**src/design/pwr_seq_pkg.sv**
```systemverilog
// Package with states and timing constants for the power button sequencer
package pwr_seq_pkg;
    // Clock rate in Hz
    localparam longint CLK_HZ = 250_000_000;
    // Least hold time for a press, in ms
    localparam longint PRESS_MS = 500;
    // Hold time that forces mechanical-off, in ms
    localparam longint FORCE_MS = 4000;
    // Debounce settle time, in us
    localparam longint DEBOUNCE_US = 10;
    // Activity LED blink half period, in ms
    localparam longint BLINK_MS = 50;
    // Derived cycle counts (least times round up)
    localparam longint PRESS_CYC = (PRESS_MS * CLK_HZ + 999) / 1000;
    localparam longint FORCE_CYC = (FORCE_MS * CLK_HZ) / 1000 + 1;
    localparam longint DEBOUNCE_CYC = (DEBOUNCE_US * CLK_HZ + 999_999) / 1_000_000;
    localparam longint BLINK_CYC = (BLINK_MS * CLK_HZ) / 1000;
    // Counter width for hold timing
    localparam int HOLD_W = 32;
    // Number of Ethernet ports
    localparam int ETH_PORTS = 2;
    // Target choice codes for a press from full-on
    localparam logic [1:0] TGT_SOFT_OFF = 2'h0;
    localparam logic [1:0] TGT_SUSP_RAM = 2'h1;
    localparam logic [1:0] TGT_SUSP_DISK = 2'h2;
    // Power states
    typedef enum logic [2:0] {
        ST_FULL_ON,
        ST_SUSP_RAM,
        ST_SUSP_DISK,
        ST_SOFT_OFF,
        ST_MECH_OFF
    } pwr_state_e;
endpackage

```
**src/design/button_conditioner.sv**
```systemverilog
// Button synchroniser, debouncer and hold-time measurement
`timescale 1ns/1ps
module button_conditioner #(
    parameter longint PRESS_CYC = pwr_seq_pkg::PRESS_CYC,
    parameter longint FORCE_CYC = pwr_seq_pkg::FORCE_CYC
) (
    input wire logic sys_clk,
    input wire logic resetn,
    input wire logic buttonRaw,
    output logic pressValid,
    output logic forceOff
);
    localparam int W = pwr_seq_pkg::HOLD_W;
    localparam logic [W-1:0] DEB_MAX = W'(pwr_seq_pkg::DEBOUNCE_CYC);
    localparam logic [W-1:0] PRESS_MAX = W'(PRESS_CYC);
    localparam logic [W-1:0] FORCE_MAX = W'(FORCE_CYC);

    ////////////////////////////////////////////////////////////////////////
    // State and next values
    logic sync1_ff, sync2_ff; // Two-stage synchroniser
    logic stable_ff, nxt_stable; // Debounced level
    logic [W-1:0] debCnt_ff, nxt_debCnt; // Settle counter
    logic [W-1:0] holdCnt_ff, nxt_holdCnt; // Hold counter
    logic forced_ff, nxt_forced; // Forced-off already issued
    logic pressValid_ff, nxt_pressValid;
    logic forceOff_ff, nxt_forceOff;

    // Synchroniser; first stage feeds only the second
    always_ff @(posedge sys_clk) begin
        if (!resetn) begin
            sync1_ff <= 1'b0;
            sync2_ff <= 1'b0;
        end else begin
            sync1_ff <= buttonRaw;
            sync2_ff <= sync1_ff;
        end
    end

    // Debounce, then time the hold on the always-on clock
    always_comb begin
        nxt_stable = stable_ff;
        nxt_debCnt = '0;
        nxt_holdCnt = holdCnt_ff;
        nxt_forced = forced_ff;
        nxt_pressValid = 1'b0;
        nxt_forceOff = 1'b0;
        // Level must hold steady before it is believed
        if (sync2_ff != stable_ff) begin
            nxt_debCnt = debCnt_ff + W'(1);
            if (debCnt_ff >= DEB_MAX) begin
                nxt_stable = sync2_ff;
                nxt_debCnt = '0;
            end
        end
        if (stable_ff) begin
            // Saturate so a very long hold does not wrap
            if (holdCnt_ff != '1) begin
                nxt_holdCnt = holdCnt_ff + W'(1);
            end
            // Past four seconds: force mechanical-off once
            if (holdCnt_ff == FORCE_MAX && !forced_ff) begin
                nxt_forceOff = 1'b1;
                nxt_forced = 1'b1;
            end
        end else begin
            // Release: a press counts only if held long enough
            if (holdCnt_ff >= PRESS_MAX && !forced_ff) begin
                nxt_pressValid = 1'b1;
            end
            nxt_holdCnt = '0;
            nxt_forced = 1'b0;
        end
    end

    // Register stage
    always_ff @(posedge sys_clk) begin
        if (!resetn) begin
            stable_ff <= 1'b0;
            debCnt_ff <= '0;
            holdCnt_ff <= '0;
            forced_ff <= 1'b0;
            pressValid_ff <= 1'b0;
            forceOff_ff <= 1'b0;
        end else begin
            stable_ff <= nxt_stable;
            debCnt_ff <= nxt_debCnt;
            holdCnt_ff <= nxt_holdCnt;
            forced_ff <= nxt_forced;
            pressValid_ff <= nxt_pressValid;
            forceOff_ff <= nxt_forceOff;
        end
    end

    assign pressValid = pressValid_ff;
    assign forceOff = forceOff_ff;
endmodule

```
**src/design/power_button_state_control.sv**
```systemverilog
// Power state sequencer with button timing, status LEDs and thermal control
// What this block does
// Valid press: on/suspend to soft-off, off to on
// Press counts only if held half second
// Hold beyond four seconds forces mechanical-off
// Power-up always starts and reaches full-on
// Soft-off keeps only real-time clock powered
// Software selects press target from full-on
// Green LED lit unless mechanical-off
// Blue LED follows GPIO, default shows active
// Orange blinks on activity, green on gigabit
// Heat throttles clock; overtemperature requests shutdown
// Debounced button timed on always-on clock
`timescale 1ns/1ps
module power_button_state_control #(
    parameter longint PRESS_CYC = pwr_seq_pkg::PRESS_CYC,
    parameter longint FORCE_CYC = pwr_seq_pkg::FORCE_CYC,
    parameter longint BLINK_CYC = pwr_seq_pkg::BLINK_CYC
) (
    input wire logic sys_clk,
    input wire logic resetn,
    input wire logic buttonRaw, // Push button, high while held
    input wire logic supplyPresent, // Main supply good
    input wire logic [1:0] pressTarget, // Software target from full-on
    input wire logic suspendRamReq, // Processor enters suspend-to-RAM
    input wire logic suspendDiskReq, // Processor enters suspend-to-disk
    input wire logic wakeReq, // Processor wake event from suspend
    input wire logic ledGpioOverride, // Software owns blue LED
    input wire logic ledGpioValue, // Software blue LED value
    input wire logic throttleTemp, // Processor temperature high
    input wire logic overTemp, // Processor temperature critical
    input wire logic [pwr_seq_pkg::ETH_PORTS-1:0] ethLink,
    input wire logic [pwr_seq_pkg::ETH_PORTS-1:0] ethActivity,
    input wire logic [pwr_seq_pkg::ETH_PORTS-1:0] gigabitLinkIn,
    output logic mainRailEn, // Main rails on
    output logic memRailEn, // Memory kept up in suspend-to-RAM
    output logic rtcRailEn, // Real-time clock domain
    output logic osShutdownReq, // Ask OS to shut down
    output logic clockThrottle, // Lower processor clock
    output logic supply_indicator_led,
    output logic system_activity_led,
    output logic [pwr_seq_pkg::ETH_PORTS-1:0] ethActivityLed,
    output logic [pwr_seq_pkg::ETH_PORTS-1:0] gigabit_link_up,
    output logic [2:0] powerState // Current state code
);
    localparam int W = pwr_seq_pkg::HOLD_W;
    // Last count of the blink divider before it wraps
    localparam logic [W-1:0] BLINK_MAX = W'(BLINK_CYC - 1);

    ////////////////////////////////////////////////////////////////////////
    // Button events from the conditioner
    logic pressValid; // One-cycle pulse: accepted press, on release
    logic forceOff; // One-cycle pulse: hold crossed the force limit

    // Synchronise, debounce and time the button
    button_conditioner #(
        .PRESS_CYC(PRESS_CYC),
        .FORCE_CYC(FORCE_CYC)
    ) button_conditioner_inst (
        .sys_clk(sys_clk),
        .resetn(resetn),
        .buttonRaw(buttonRaw),
        .pressValid(pressValid),
        .forceOff(forceOff)
    );

    ////////////////////////////////////////////////////////////////////////
    // Power state machine
    pwr_seq_pkg::pwr_state_e state_ff, nxt_state; // Current power state
    logic supplyPrev_ff, nxt_supplyPrev; // Supply level one cycle ago

    // Next state: supply loss first, then supply return, then the forced hold, then presses
    always_comb begin
        nxt_state = state_ff;
        nxt_supplyPrev = supplyPresent;
        if (!supplyPresent) begin
            // Supply gone: all rails and the green LED go dark
            nxt_state = pwr_seq_pkg::ST_MECH_OFF;
        end else if (!supplyPrev_ff) begin
            // Supply back: always start, no stored choice is consulted
            nxt_state = pwr_seq_pkg::ST_FULL_ON;
        end else if (forceOff) begin
            // Long hold wins over configuration and processor state
            nxt_state = pwr_seq_pkg::ST_MECH_OFF;
        end else if (pressValid) begin
            case (state_ff)
                pwr_seq_pkg::ST_FULL_ON: begin
                    // Software picks where a press from full-on leads
                    if (pressTarget == pwr_seq_pkg::TGT_SUSP_RAM) begin
                        nxt_state = pwr_seq_pkg::ST_SUSP_RAM;
                    end else if (pressTarget == pwr_seq_pkg::TGT_SUSP_DISK) begin
                        nxt_state = pwr_seq_pkg::ST_SUSP_DISK;
                    end else begin
                        // Unused codes fall back to soft-off
                        nxt_state = pwr_seq_pkg::ST_SOFT_OFF;
                    end
                end
                pwr_seq_pkg::ST_SUSP_RAM, pwr_seq_pkg::ST_SUSP_DISK: begin
                    // Suspended system goes fully off
                    nxt_state = pwr_seq_pkg::ST_SOFT_OFF;
                end
                pwr_seq_pkg::ST_SOFT_OFF, pwr_seq_pkg::ST_MECH_OFF: begin
                    // Off system comes back on
                    nxt_state = pwr_seq_pkg::ST_FULL_ON;
                end
                default: begin
                    // Unreachable code: recover to full-on
                    nxt_state = pwr_seq_pkg::ST_FULL_ON;
                end
            endcase
        end else begin
            // Processor-driven moves when the button is quiet
            case (state_ff)
                pwr_seq_pkg::ST_FULL_ON: begin
                    if (suspendRamReq) begin
                        nxt_state = pwr_seq_pkg::ST_SUSP_RAM;
                    end else if (suspendDiskReq) begin
                        nxt_state = pwr_seq_pkg::ST_SUSP_DISK;
                    end
                end
                pwr_seq_pkg::ST_SUSP_RAM, pwr_seq_pkg::ST_SUSP_DISK: begin
                    if (wakeReq) begin
                        nxt_state = pwr_seq_pkg::ST_FULL_ON;
                    end
                end
                default: begin
                    // Off states wait for a press or supply return
                    nxt_state = state_ff;
                end
            endcase
        end
    end

    ////////////////////////////////////////////////////////////////////////
    // Rail enables and status LEDs, decoded from the next state and the supply level
    logic mainRail_ff, nxt_mainRail; // Main rails
    logic memRail_ff, nxt_memRail; // Memory rail
    logic rtcRail_ff, nxt_rtcRail; // Real-time clock rail
    logic pwrLed_ff, nxt_pwrLed; // Green supply indicator
    logic sysLed_ff, nxt_sysLed; // Blue activity indicator
    logic throttle_ff, nxt_throttle; // Clock throttle request
    logic shutdown_ff, nxt_shutdown; // Shutdown request to the OS
    logic nxtActive; // Next state counts as an active system

    // Outputs follow the state they will stand beside, so no cycle lags
    always_comb begin
        nxtActive = (nxt_state == pwr_seq_pkg::ST_FULL_ON)
            || (nxt_state == pwr_seq_pkg::ST_SUSP_RAM)
            || (nxt_state == pwr_seq_pkg::ST_SUSP_DISK);
        nxt_mainRail = (nxt_state == pwr_seq_pkg::ST_FULL_ON);
        // Memory keeps its content through suspend-to-RAM
        nxt_memRail = (nxt_state == pwr_seq_pkg::ST_FULL_ON)
            || (nxt_state == pwr_seq_pkg::ST_SUSP_RAM);
        // Only the clock domain stays up in soft-off
        nxt_rtcRail = supplyPresent;
        // Lit with supply, dark in mechanical-off
        nxt_pwrLed = supplyPresent && (nxt_state != pwr_seq_pkg::ST_MECH_OFF);
        // Software may own the blue LED; default shows activity
        if (ledGpioOverride) begin
            nxt_sysLed = ledGpioValue;
        end else begin
            nxt_sysLed = nxtActive;
        end
        // Thermal actions only matter while the processor runs
        nxt_throttle = throttleTemp && (nxt_state == pwr_seq_pkg::ST_FULL_ON);
        nxt_shutdown = overTemp && (nxt_state == pwr_seq_pkg::ST_FULL_ON);
    end

    // Register the state and every decoded output
    always_ff @(posedge sys_clk) begin
        if (!resetn) begin
            // Reset lands in full-on: the unit starts by itself
            state_ff <= pwr_seq_pkg::ST_FULL_ON;
            // Held high so reset is not mistaken for a supply return
            supplyPrev_ff <= 1'b1;
            mainRail_ff <= 1'b1;
            memRail_ff <= 1'b1;
            rtcRail_ff <= 1'b1;
            pwrLed_ff <= 1'b1;
            sysLed_ff <= 1'b1;
            throttle_ff <= 1'b0;
            shutdown_ff <= 1'b0;
        end else begin
            state_ff <= nxt_state;
            supplyPrev_ff <= nxt_supplyPrev;
            mainRail_ff <= nxt_mainRail;
            memRail_ff <= nxt_memRail;
            rtcRail_ff <= nxt_rtcRail;
            pwrLed_ff <= nxt_pwrLed;
            sysLed_ff <= nxt_sysLed;
            throttle_ff <= nxt_throttle;
            shutdown_ff <= nxt_shutdown;
        end
    end

    assign powerState = state_ff;
    assign mainRailEn = mainRail_ff;
    assign memRailEn = memRail_ff;
    assign rtcRailEn = rtcRail_ff;
    assign supply_indicator_led = pwrLed_ff;
    assign system_activity_led = sysLed_ff;
    assign clockThrottle = throttle_ff;
    assign osShutdownReq = shutdown_ff;

    ////////////////////////////////////////////////////////////////////////
    // Blink divider for the activity LEDs
    logic [W-1:0] blinkCnt_ff, nxt_blinkCnt; // Divider count
    logic blinkPhase_ff, nxt_blinkPhase; // LED phase, flips per tick
    logic blinkTick; // One-cycle enable at the end of each half period

    assign blinkTick = (blinkCnt_ff >= BLINK_MAX);

    // Free-running, so both ports blink in step
    always_comb begin
        nxt_blinkCnt = blinkCnt_ff + W'(1);
        nxt_blinkPhase = blinkPhase_ff;
        if (blinkTick) begin
            nxt_blinkCnt = '0;
            nxt_blinkPhase = !blinkPhase_ff;
        end
    end

    // Divider registers
    always_ff @(posedge sys_clk) begin
        if (!resetn) begin
            blinkCnt_ff <= '0;
            blinkPhase_ff <= 1'b0;
        end else begin
            blinkCnt_ff <= nxt_blinkCnt;
            blinkPhase_ff <= nxt_blinkPhase;
        end
    end

    ////////////////////////////////////////////////////////////////////////
    // Per-port Ethernet LEDs
    for (genvar p = 0; p < pwr_seq_pkg::ETH_PORTS; p++) begin : g_port
        logic actLed_ff, nxt_actLed; // Orange activity LED
        logic gigLed_ff, nxt_gigLed; // Green gigabit LED

        // Blink only with link and activity together
        always_comb begin
            nxt_actLed = ethLink[p] && ethActivity[p] && blinkPhase_ff;
            nxt_gigLed = gigabitLinkIn[p];
        end

        // LED registers
        always_ff @(posedge sys_clk) begin
            if (!resetn) begin
                actLed_ff <= 1'b0;
                gigLed_ff <= 1'b0;
            end else begin
                actLed_ff <= nxt_actLed;
                gigLed_ff <= nxt_gigLed;
            end
        end

        assign ethActivityLed[p] = actLed_ff;
        assign gigabit_link_up[p] = gigLed_ff;
    end
endmodule

```
**config.mk**
```make
export PLATFORM = sky130hd
export DESIGN_NAME = power_button_state_control
export DESIGN_NICKNAME = d
export VERILOG_FILES = /design/src/design/pwr_seq_pkg.sv /design/src/design/button_conditioner.sv /design/src/design/power_button_state_control.sv
export SDC_FILE = /design/constraint.sdc
export NUM_CORES = 1
export LEC_CHECK = 0
export ABC_AREA = 1
export BUFFER_PORTS_ARGS = -buffer_cell sky130_fd_sc_hd__buf_2
export CAP_MARGIN = 10
export CELL_PAD_IN_SITES_DETAIL_PLACEMENT = 1
export CELL_PAD_IN_SITES_GLOBAL_PLACEMENT = 1
export CORE_AREA = 2 2 113 115
export CTS_CLUSTER_SIZE = 12
export DETAILED_ROUTE_END_ITERATION = 6
export DIE_AREA = 0 0 115 117
export GPL_TIMING_DRIVEN = 0
export PLACE_DENSITY = 0.84
export SLEW_MARGIN = 30
export SYNTH_ARGS = -nofsm -noshare
export SYNTH_HDL_FRONTEND = slang
export SYNTH_SLANG_ARGS = --single-unit
export TNS_END_PERCENT = 10
```
**constraint.sdc**
```tcl
create_clock -name sys_clk -period 1.9 [get_ports sys_clk]
set_input_delay 0.19 -clock sys_clk [delete_from_list [all_inputs] [get_ports sys_clk]]
set_output_delay 0.19 -clock sys_clk [all_outputs]
set_load 0.005 [all_outputs]
```
==> results_dict.tcl, run 1 <==
set metrics [dict create \
    crit_type "flop to flop" \
    wl_um 14500 \
    n_fill_cell 1606 \
    fin_nets 849 \
    synthArstFlopShare_pct 0 \
    start_util_pct 42.5 \
    powerDensity_mw_per_mm2 904 \
    drt-initial-drc-count 213 \
    ctsRootBufferMaster "clkbuf_16" \
    finalNonFillerCells 987 \
    cts_setup_buffers 0 \
    ys_seq_area_share_pct 44.7 \
    grt_usage_pct 22.9 \
    rows 41 \
    setup_viol 0 \
    slew_violations 0 \
    dieHeight_um 117 \
    first_pass_iters 4 \
    hold_viol 0 \
    final_util_pct 51.7 \
    gr-total-overflow 0 \
    cp_max_fo 5 \
    required_ns 2.22 \
    syn-cell-area_mm2 0.00524 \
    peakVddDrop_mv 0.623 \
    drcViolationCount 0 \
    cts_made_buffers 17 \
    status "finished clean" \
    synth_edf_count 0 \
    drive_above_1_share_pct 11.4 \
    vias_per_cell 5.03 \
    synth-warning-count 0 \
    num_antenna_cells 0 \
    final.setup.tns_ns 0 \
    clock_latency_ns 0.43 \
    layout_commonest_cell "nand2_1" \
    clock.fmax_mhz 557 \
    mostFrequentLayoutCells "nand2_1, nor2_1, dfxtp_1" \
    area_delta_synth_final_pct 21.7 \
    cts.clk_slew.worst_paths_ns 0.06 \
    timing.final.crit_period_ns 1.79 \
    ant_nets 0 \
    tightest_slew_ns 0.584 \
    place_area_mm2 0.00568 \
    hold_path.class "primary input to flop" \
    crit_arrival_ns 2.11 \
    dieArea_mm2 0.0135 \
    whs_ns 0.00837 \
    num_vias 4960 \
    yosysUniqueCellTypes 34 \
    fin_crit_sh_pct 94.4 \
    rsz0062_at_grt "true" \
    fin_skew_ns 0.00796 \
    io_buffers 31 \
    leakagePower_nw 2.64 \
    dp_cells 949 \
    start_kind "flop" \
    fin_area_mm2 0.00637 \
    critPathCaptureType "flop" \
    relSlewSlack_pct 61.0 \
    routedWlPerCell_um 14.7 \
    drv_cap 0 \
    clockBufferDepth 2 \
    grt_max_degree 17 \
    ys_ff_latch 117 \
    syn_inst 741 \
    post-dp-hpwl_um 10600 \
    synthFlopType "dfxtp_1" \
    ios 33 \
    htree_num_levels 4 \
    avgSynthCellArea_um2 7.06 \
    grt_pass1_wl_um 23800 \
    gp_congestion 0.850 \
    grt_pass1_vias 5157 \
    clock_sinks 117 \
    cts_tree "built" \
    antenna_found_initial 0 \
    r2r_slack_ns 0.11 \
    dieWidth_um 115 \
    core-area_mm2 0.0123 \
]
-- area by class of cell --
type	instances	area (um^2)	share of cell area, %
multi-input combinational	535	2580	40.5
sequential	117	2350	36.9
clock buffer	20	437	6.86
inverter	103	389	6.11
timing repair buffer	38	225	3.54
tap	150	188	2.95
clock inverter	12	131	2.06
buffer	12	71.3	1.12
-- per-stage QoR --
step                setup slack (ns)  power [mW]
floorplan                      0.289        2.64
global placement             -0.0593        2.69
detailed placement            -0.211        2.70
CTS                          0.00680        5.78
global route                0.000995        5.94
finish                         0.106        5.75
-- critical path: stages (launching register included) --
cell	delay, ns
dfxtp_1	0.36
ha_1	0.18
nand2_1	0.10
nor2_4	0.17
clkinv_1	0.12
nand2_1	0.08
nand2_1	0.06
nand2_1	0.10
nand2_1	0.12
nand2_1	0.20
nor2_4	0.07
o21a_1	0.12
-- report_power, final --
part	total, mW	switching (mW)	internal (mW)	leakage [nW]
sequential	2.53	0.0205	2.51	0.958
combinational	0.138	0.0784	0.0594	1.42
clock	3.09	1.17	1.92	0.266
total	5.75	1.27	4.49	2.64
-- final timing paths --
path	cells past startpoint	to	startpoint
setup reg to reg	11	blinkCnt_ff[23]$_SDFF_PP0_	blinkCnt_ff[0]$_SDFF_PP0_
hold / removal	3	g_port[0].actLed_ff$_SDFF_PN0_	ethLink[0]
hold reg to reg	2	button_conditioner_inst.sync2_ff$_SDFF_PN0_	button_conditioner_inst.sync1_ff$_SDFF_PN0_
setup / recovery	11	blinkCnt_ff[23]$_SDFF_PP0_	blinkCnt_ff[0]$_SDFF_PP0_
-- flip-flops by register name (all words and copies together), names as in the netlist, 2 cells and up --
signal,flops
blinkCnt_ff,32
button_conditioner_inst.debCnt_ff,32
button_conditioner_inst.holdCnt_ff,32
g_port.actLed_ff,2
g_port.gigLed_ff,2
powerState,3
-- cells by family after synthesis --
kind of cell,Yosys count,synth area share (%)
buffers and inverters,116,8.89
AND/OR/NAND/NOR,428,35.7
flip-flops,117,44.7
other,1,0.0716
AO/OA/AOI/OAI,48,4.97
XOR/XNOR,25,4.18
adder cells (fa/ha/maj),6,1.43
-- synthesized netlist by cell type (2+ instances only) --
library cell	count	area [um^2]
o21ai_0	11	55.1
a21o_1	2	15.0
dfxtp_1	117	2340
ha_1	6	75.1
nand3_2	3	30.0
nand4_1	18	113
nor2_1	126	473
xnor2_1	8	70.1
buf_4	6	45.0
nor3_1	31	155
inv_1	97	364
nand2_1	176	661
inv_2	5	18.8
a21oi_1	19	95.1
or2_2	3	18.8
xor2_1	17	149
nand3_1	48	240
nor4_1	7	43.8
a31oi_1	6	37.5
nand3b_1	5	37.5
nor2_2	5	31.3
o21ai_1	7	35.0
nor2_4	2	22.5
clkbuf_1	6	22.5
-- metal layers --
layer | global-route usage (%) | vias up | part of all wire, %
met2 | 40.5 | 94 | 50
met5 | 0 | - | 0
met3 | 5.92 | 29 | 4.7
met1 | 26.3 | 2362 | 43
li1 | - | 2475 | -
met4 | 9.96 | 0 | 2.1
-- timing repair --
action	in CTS	in global routing
resized for setup	4	11
hold buffers	7	0
endpoints found under the hold margin	7	0
endpoints found under the setup margin	39	43
pin swaps	0	0
No activity file was read; power rests on OpenSTA's default activity.
==> run 2: changes to the inputs <==
Settings changed: CORE_AREA 2 2 113 115 to 2 2 117 119, DIE_AREA 0 0 115 117 to 0 0 119 121, PLACE_DENSITY 0.84 to 0.83, SYNTH_HIERARCHICAL from default to 1.
==> run 2 against run 1 <==
  * Power grew 0.15%
  * Combinational power grew 4%
  * Fmax shrank 0.23%
  * Setup slack lost 0.0041 ns
  * Flip-flop and latch count is the same
  * Register-to-register slack is essentially flat
  * Routed wire length grew 8.2%
  * Worst hold slack gained 0.0057 ns
  * Synthesized area grew 7.4%
  * Largest power group unchanged
==> results_dict.tcl, run 2 <==
set metrics [dict create \
    cp_max_fo 10 \
    slew_violations 0 \
    setup_slack_ns 0.102 \
    r2r_slack_ns 0.10 \
    r2r-end "button_conditioner_inst/holdCnt_ff[18]$_SDFFE_PN0P_" \
    io_buffers 32 \
    drive_above_1_share_pct 15.8 \
    rr_worst_depth 10 \
    rows 42 \
    setup_viol 0 \
    use_met2_pct 41.7 \
    synth_area_leaders "dfxtp_1, nand2_1, nor2_1" \
    relSlewSlack_pct 64.4 \
    yosysMostFrequentCell "nand2_1" \
    num_vias 5236 \
    ant_nets 0 \
    grt_pass1_wl_um 26800 \
    peakVddDrop_mv 0.739 \
    busiest_layer "met2" \
    num_antenna_cells 0 \
    post-dp-hpwl_um 11600 \
    grt_use_met3_pct 5.26 \
    yosysUniqueCellTypes 38 \
    ios 33 \
    critPathCaptureType "flop" \
    drt-initial-drc-count 246 \
    cts_made_buffers 17 \
    dieArea_mm2 0.0144 \
    reg2reg_from "button_conditioner_inst/holdCnt_ff[1]$_SDFFE_PN0P_" \
    synth_commonest_cells "nand2_1, nor2_1, dfxtp_1, inv_1, nand3_1" \
    synth_top_area_share_pct 41.7 \
    synth-warning-count 6 \
    crit_arrival_ns 2.17 \
    fin_skew_ns 0.00692 \
    grt_usage_pct 23.8 \
    syn_inst 793 \
    ctsRootBufferMaster "clkbuf_16" \
    n_fill_cell 1705 \
    dieHeight_um 121 \
    status "finished clean" \
    cts_setup_buffers 0 \
    required_ns 2.27 \
    antenna_found_initial 0 \
    syn-cell-area_mm2 0.00562 \
    routedWlPerCell_um 14.8 \
    start_util_pct 43.0 \
    hold_viol 0 \
    clock_sinks 117 \
    leakagePower_nw 2.75 \
    dieWidth_um 119 \
    cts.clk_slew.worst_paths_ns 0.06 \
    crit_path_end "button_conditioner_inst/holdCnt_ff[18]$_SDFFE_PN0P_" \
    rsz0062_at_grt "false" \
    vias_per_cell 4.92 \
    gr-total-overflow 0 \
    mostFrequentLayoutCells "nand2_1, nor2_1, dfxtp_1" \
    place_area_mm2 0.00610 \
    startpoint "button_conditioner_inst/holdCnt_ff[1]$_SDFFE_PN0P_" \
    start_kind "flop" \
    place_ws_ns -0.0981 \
    htree_num_levels 4 \
    cts_tree "built" \
    synthFlopType "dfxtp_1" \
    crit_type "flop to flop" \
    clock_latency_ns 0.43 \
    timing.final.crit_period_ns 1.80 \
    powerDensity_mw_per_mm2 855 \
    synthArstFlopShare_pct 0 \
    finalPower_mw 5.76 \
    tightest_slew_ns 0.534 \
    fin_nets 900 \
    clock.fmax_mhz 556 \
    fin_crit_sh_pct 94.6 \
    reg_top3 "blinkCnt_ff: 32 flops, button_conditioner_inst/debCnt_ff: 32 flops, button_conditioner_inst/holdCnt_ff: 32 flops" \
    grt_max_degree 17 \
    ys_ff_latch 117 \
    hold_path.class "primary input to flop" \
    avgSynthCellArea_um2 7.09 \
    drcViolationCount 0 \
    ys_seq_area_share_pct 41.7 \
    fin_area_mm2 0.00674 \
    first_pass_iters 4 \
    grt_pass1_vias 5548 \
    area_delta_synth_final_pct 19.9 \
    synth_edf_count 0 \
    gp_congestion 0.894 \
    core-area_mm2 0.0131 \
    layout_commonest_cell "nand2_1" \
    clockBufferDepth 2 \
    yosysTopAreaCell "dfxtp_1" \
    wl_um 15700 \
    drv_cap 0 \
    grtUsageMet1_pct 28.2 \
]
-- run 2: how the worst min path moves through the flow --
stage,start,to,depth (start not counted)
after CTS,buttonRaw,button_conditioner_inst/sync1_ff$_SDFF_PN0_,3
final,buttonRaw,button_conditioner_inst/sync1_ff$_SDFF_PN0_,3
after detailed placement,gigabitLinkIn[0],g_port[0].gigLed_ff$_SDFF_PN0_,3
after floorplan,resetn,button_conditioner_inst/sync1_ff$_SDFF_PN0_,2
after global routing,buttonRaw,button_conditioner_inst/sync1_ff$_SDFF_PN0_,3
after global placement,gigabitLinkIn[0],g_port[0].gigLed_ff$_SDFF_PN0_,3
-- run 2: cell type report --
cell class,count,area [um^2],share of cell area (%)
Multi-Input combinational cell,588,2900,43.0
Tap cell,176,220,3.27
Sequential cell,117,2340,34.8
Buffer,14,124,1.84
Clock inverter,15,146,2.17
Inverter,100,375,5.57
Timing Repair Buffer,37,210,3.12
Clock buffer,17,425,6.31
-- run 2: logic make-up after synthesis --
kind of cell / Yosys count / share of synthesized area, %
XOR/XNOR: 21 / 3.27
AND/OR/NAND/NOR: 491 / 40.4
buffers and inverters: 114 / 8.88
other: 2 / 0.134
flip-flops: 117 / 41.7
AO/OA/AOI/OAI: 42 / 4.34
adder cells (fa/ha/maj): 6 / 1.34
-- run 2: metrics by stage --
stage	std cells	setup TNS, ns	utilization, %	hold slack (ns)
4_1_cts	1064	0	51.4	0.00216
3_3_place_gp	1027	-0.104	46.6	0.379
6_report	1064	0	51.5	0.0141
3_5_place_dp	1027	-1.25	46.6	0.383
2_1_floorplan	819	0	-	0.283
5_1_grt	1064	0	51.5	0.0101
-- run 2: per-layer routing --
layer	up-vias	routed length, um
li1	2612	-
met1	2499	6950
met2	102	7850
met3	23	604
met4	0	335
met5	-	0
-- run 2: where the power goes --
part	switching [mW]	leakage, nW	internal [mW]
Combinational	0.0815	1.52	0.0614
Sequential	0.0194	0.957	2.51
Clock	1.27	0.274	1.83
-- run 2: worst max-delay path: stages, from the launching register on --
cell and delay (ns):
dfxtp_1 0.44, ha_4 0.22, inv_2 0.05, nor2_4 0.23
nand2_4 0.13, nor2_8 0.18, nand2_4 0.10, buf_8 0.17
nand3_2 0.08, nand2_1 0.07, inv_1 0.06
-- run 2: what timing repair did --
action,CTS,global route
endpoints found under the setup margin,30,22
resized for setup,2,4
hold buffers,5,0
gates cloned,0,0
endpoints found under the hold margin,4,0
==> run 3: changes to the inputs <==
Settings changed: ABC_AREA 1 to default, CORE_AREA 2 2 117 119 to 2 2 107 109, DIE_AREA 0 0 119 121 to 0 0 109 111.
==> run 3 against run 2 <==
  * Via count shrank 15%
  * Critical endpoint is now button_conditioner_inst/forced_ff$_SDFFE_PN0P_
  * Die area is 16% lower
  * Clock skew up 0.0022 ns
  * Critical path type unchanged
  * First-iteration DRC count rose by 11%
  * Combinational power down 9%
  * Synthesized cell count decreased by 33%
  * Sequential share of layout area up 3.2 points
  * Cell area is 5.2% lower
  * The run now ends with negative setup slack left
  * Highest routed layer unchanged
  * Synthesized area shrank 13%
  * Core utilization is 6.2 points higher
  * Fmax is 12% lower
  * Critical path depth decreased by 5
==> results_dict.tcl, run 3 <==
set metrics [dict create \
    status "finished with violations" \
    violations "negative setup slack" \
    n_fill_cell 1241 \
    yosysUniqueCellTypes 57 \
    dieHeight_um 111 \
    r2r_slack_ns -0.15 \
    timing.final.crit_period_ns 2.05 \
    cp_slowest_stage_delay_ns 0.52 \
    htree_num_levels 4 \
    drive_above_1_share_pct 27.0 \
    final_util_pct 57.7 \
    cpMaxStageDelayCell "or4b_1" \
    wl_um 15100 \
    hold_viol 0 \
    tightest_slew_ns 0.692 \
    cts_tree "built" \
    first_pass_iters 5 \
    io_buffers 32 \
    hold_path.class "primary input to flop" \
    num_vias 4442 \
    ys_ff_latch 117 \
    num_antenna_cells 0 \
    grt_pass1_wl_um 23500 \
    cp_max_fo 6 \
    layout_commonest_cell "dfxtp_1" \
    synth_area_leaders "dfxtp_1, nor2_1, xnor2_1" \
    ant_nets 0 \
    multi_input_area_mm2 0.00274 \
    drv_cap 0 \
    clock.fmax_mhz 489 \
    crit_type "flop to flop" \
    synth_commonest_cells "dfxtp_1, nor2_1, nand2_1, nand3_1" \
    grt_pass1_vias 4702 \
    leakagePower_nw 2.32 \
    cts.clk_slew.worst_paths_ns 0.06 \
    required_ns 2.26 \
    powerDensity_mw_per_mm2 898 \
    worstHoldStart "ledGpioValue" \
    synthArstFlopShare_pct 0 \
    ctsRootBufferMaster "clkbuf_16" \
    regArea_mm2 0.00242 \
    dieWidth_um 109 \
    relSlewSlack_pct 53.5 \
    reg2reg_from "button_conditioner_inst/holdCnt_ff[18]$_SDFFE_PN0P_" \
    clock_sinks 117 \
    setup_slack_ns -0.145 \
    dieArea_mm2 0.0121 \
    crit_arrival_ns 2.41 \
    grt_max_degree 17 \
    place_ws_ns -0.396 \
    reg_top3 "blinkCnt_ff: 32 flops, button_conditioner_inst/debCnt_ff: 32 flops, button_conditioner_inst/holdCnt_ff: 32 flops" \
    area_delta_synth_final_pct 30.9 \
    path_delay_family "simple AND/OR/NAND/NOR gates" \
    critPathCaptureType "flop" \
    yosysMostFrequentCell "dfxtp_1" \
    start_kind "flop" \
    core-area_mm2 0.0111 \
    gr-total-overflow 0 \
    rr_worst_depth 5 \
    synth-warning-count 6 \
    ios 33 \
    syn-cell-area_mm2 0.00488 \
    gp_congestion 0.888 \
    clockBufferDepth 2 \
    whs_path_depth 3 \
    grt_usage_pct 25.0 \
    mostFrequentLayoutCells "dfxtp_1, nor2_1, nand2_1" \
    crit_buf_inv 0 \
    crit_chain "or4b_1 -> or4_1 -> or4_1 -> nor2_2 -> a21o_1" \
    synthFlopType "dfxtp_1" \
    fin_nets 652 \
    vias_per_cell 5.67 \
    ys_seq_area_share_pct 48.0 \
    finalNonFillerCells 783 \
    rsz0062_at_grt "true" \
    synth_edf_count 0 \
    final.setup.tns_ns -1.62 \
    hold-path-endpoint "system_activity_led$_SDFF_PN1_" \
    slew_violations 0 \
    crit_cells 5 \
    cts_made_buffers 17 \
    post-dp-hpwl_um 8720 \
    setup_viol 26 \
    avgSynthCellArea_um2 9.14 \
    fin_crit_sh_pct 108 \
    r2r-end "button_conditioner_inst/forced_ff$_SDFFE_PN0P_" \
    clock_latency_ns 0.42 \
    rows 39 \
    syn_inst 534 \
    dp_cells 735 \
    start_util_pct 44.1 \
    finalPower_mw 5.74 \
    crit_top_cell "or4_1" \
    drt-initial-drc-count 273 \
    yosysTopAreaCell "dfxtp_1" \
    peakVddDrop_mv 0.546 \
    antenna_found_initial 0 \
    drcViolationCount 0 \
    fin_skew_ns 0.00912 \
    routedWlPerCell_um 19.3 \
    synth_top_area_share_pct 48.0 \
]
## run 3: changes by cell type after synthesis, sizes merged, moves of 9 or more
| cell | before | now |
|---|---|---|
| a31oi | 10 | 0 |
| and3 | 0 | 17 |
| inv | 100 | 13 |
| nand2 | 218 | 43 |
| nand3 | 70 | 31 |
| nor2 | 163 | 66 |
| nor4 | 1 | 13 |
| o21ai | 12 | 21 |
| or3 | 0 | 14 |
| or4 | 0 | 11 |
| xnor2 | 10 | 22 |
| xor2 | 11 | 22 |
## run 3: worst max path at each step
stage                                                              from                                                   to
global placement    button_conditioner_inst/holdCnt_ff[20]$_SDFFE_PN0P_   button_conditioner_inst/holdCnt_ff[1]$_SDFFE_PN0P_
global route            button_conditioner_inst/debCnt_ff[3]$_SDFF_PP0_      button_conditioner_inst/debCnt_ff[0]$_SDFF_PP0_
detailed placement   button_conditioner_inst/holdCnt_ff[2]$_SDFFE_PN0P_  button_conditioner_inst/holdCnt_ff[17]$_SDFFE_PN0P_
CTS                 button_conditioner_inst/holdCnt_ff[18]$_SDFFE_PN0P_       button_conditioner_inst/forced_ff$_SDFFE_PN0P_
finish              button_conditioner_inst/holdCnt_ff[18]$_SDFFE_PN0P_       button_conditioner_inst/forced_ff$_SDFFE_PN0P_
floorplan           button_conditioner_inst/holdCnt_ff[20]$_SDFFE_PN0P_   button_conditioner_inst/holdCnt_ff[1]$_SDFFE_PN0P_
## run 3: area by class of cell
type,count,area share [%]
Multi-Input combinational cell,413,42.9
Tap cell,143,2.80
Clock inverter,13,1.90
Sequential cell,117,37.9
Inverter,13,0.764
Clock buffer,19,7.09
Timing Repair Buffer,49,4.54
Buffer,16,2.06
## run 3: worst min-delay path: cells and delay by family
kind	cells	cell delay, ns
AO/OA/AOI/OAI	1	0.07
buffers and inverters	1	0.08
AND/OR/NAND/NOR	1	0.06
## run 3: logic make-up after synthesis
logic type                 Yosys count  share of synthesized area [%]
xor gates and xnor gates            44                           7.89
adders and majority gates            6                           1.54
and+or+nand+nor                    266                           29.9
AOI/OAI and AO/OA                   65                           8.79
other                                2                          0.154
DFF                                117                           48.0
buffers and inverters               30                           2.92
muxes                                4                          0.820
## run 3: per-stage QoR
stage	hold slack (ns)	area (um^2)
global route	0.0116	6390
detailed placement	0.408	5320
floorplan	0.287	4980
global placement	0.398	5320
finish	0.0180	6390
CTS	0.0119	6220
## run 3: timing repair
action                                  CTS  global route
buffers inserted                          9             4
gates resized for setup                  71            43
endpoints found under the hold margin     2             0
endpoints found under the setup margin   55            68
hold buffers                              2             0
cloned                                    1             1
pin swaps                                12            16
## run 3: where the power goes
group / leakage [nW] / switching, mW / internal [mW]
clock network: 0.269 / 1.22 / 1.88
registers: 0.979 / 0.0235 / 2.49
logic: 1.07 / 0.0703 / 0.0599
total: 2.32 / 1.32 / 4.42
## run 3: routing by layer
metal	global-route usage [%]	routed length, um	vias to the layer above
met3	5.88	771	37
met5	0	0	-
met4	12.6	434	0
met1	29.1	6190	2209
met2	42.1	7740	132
li1	-	-	2064
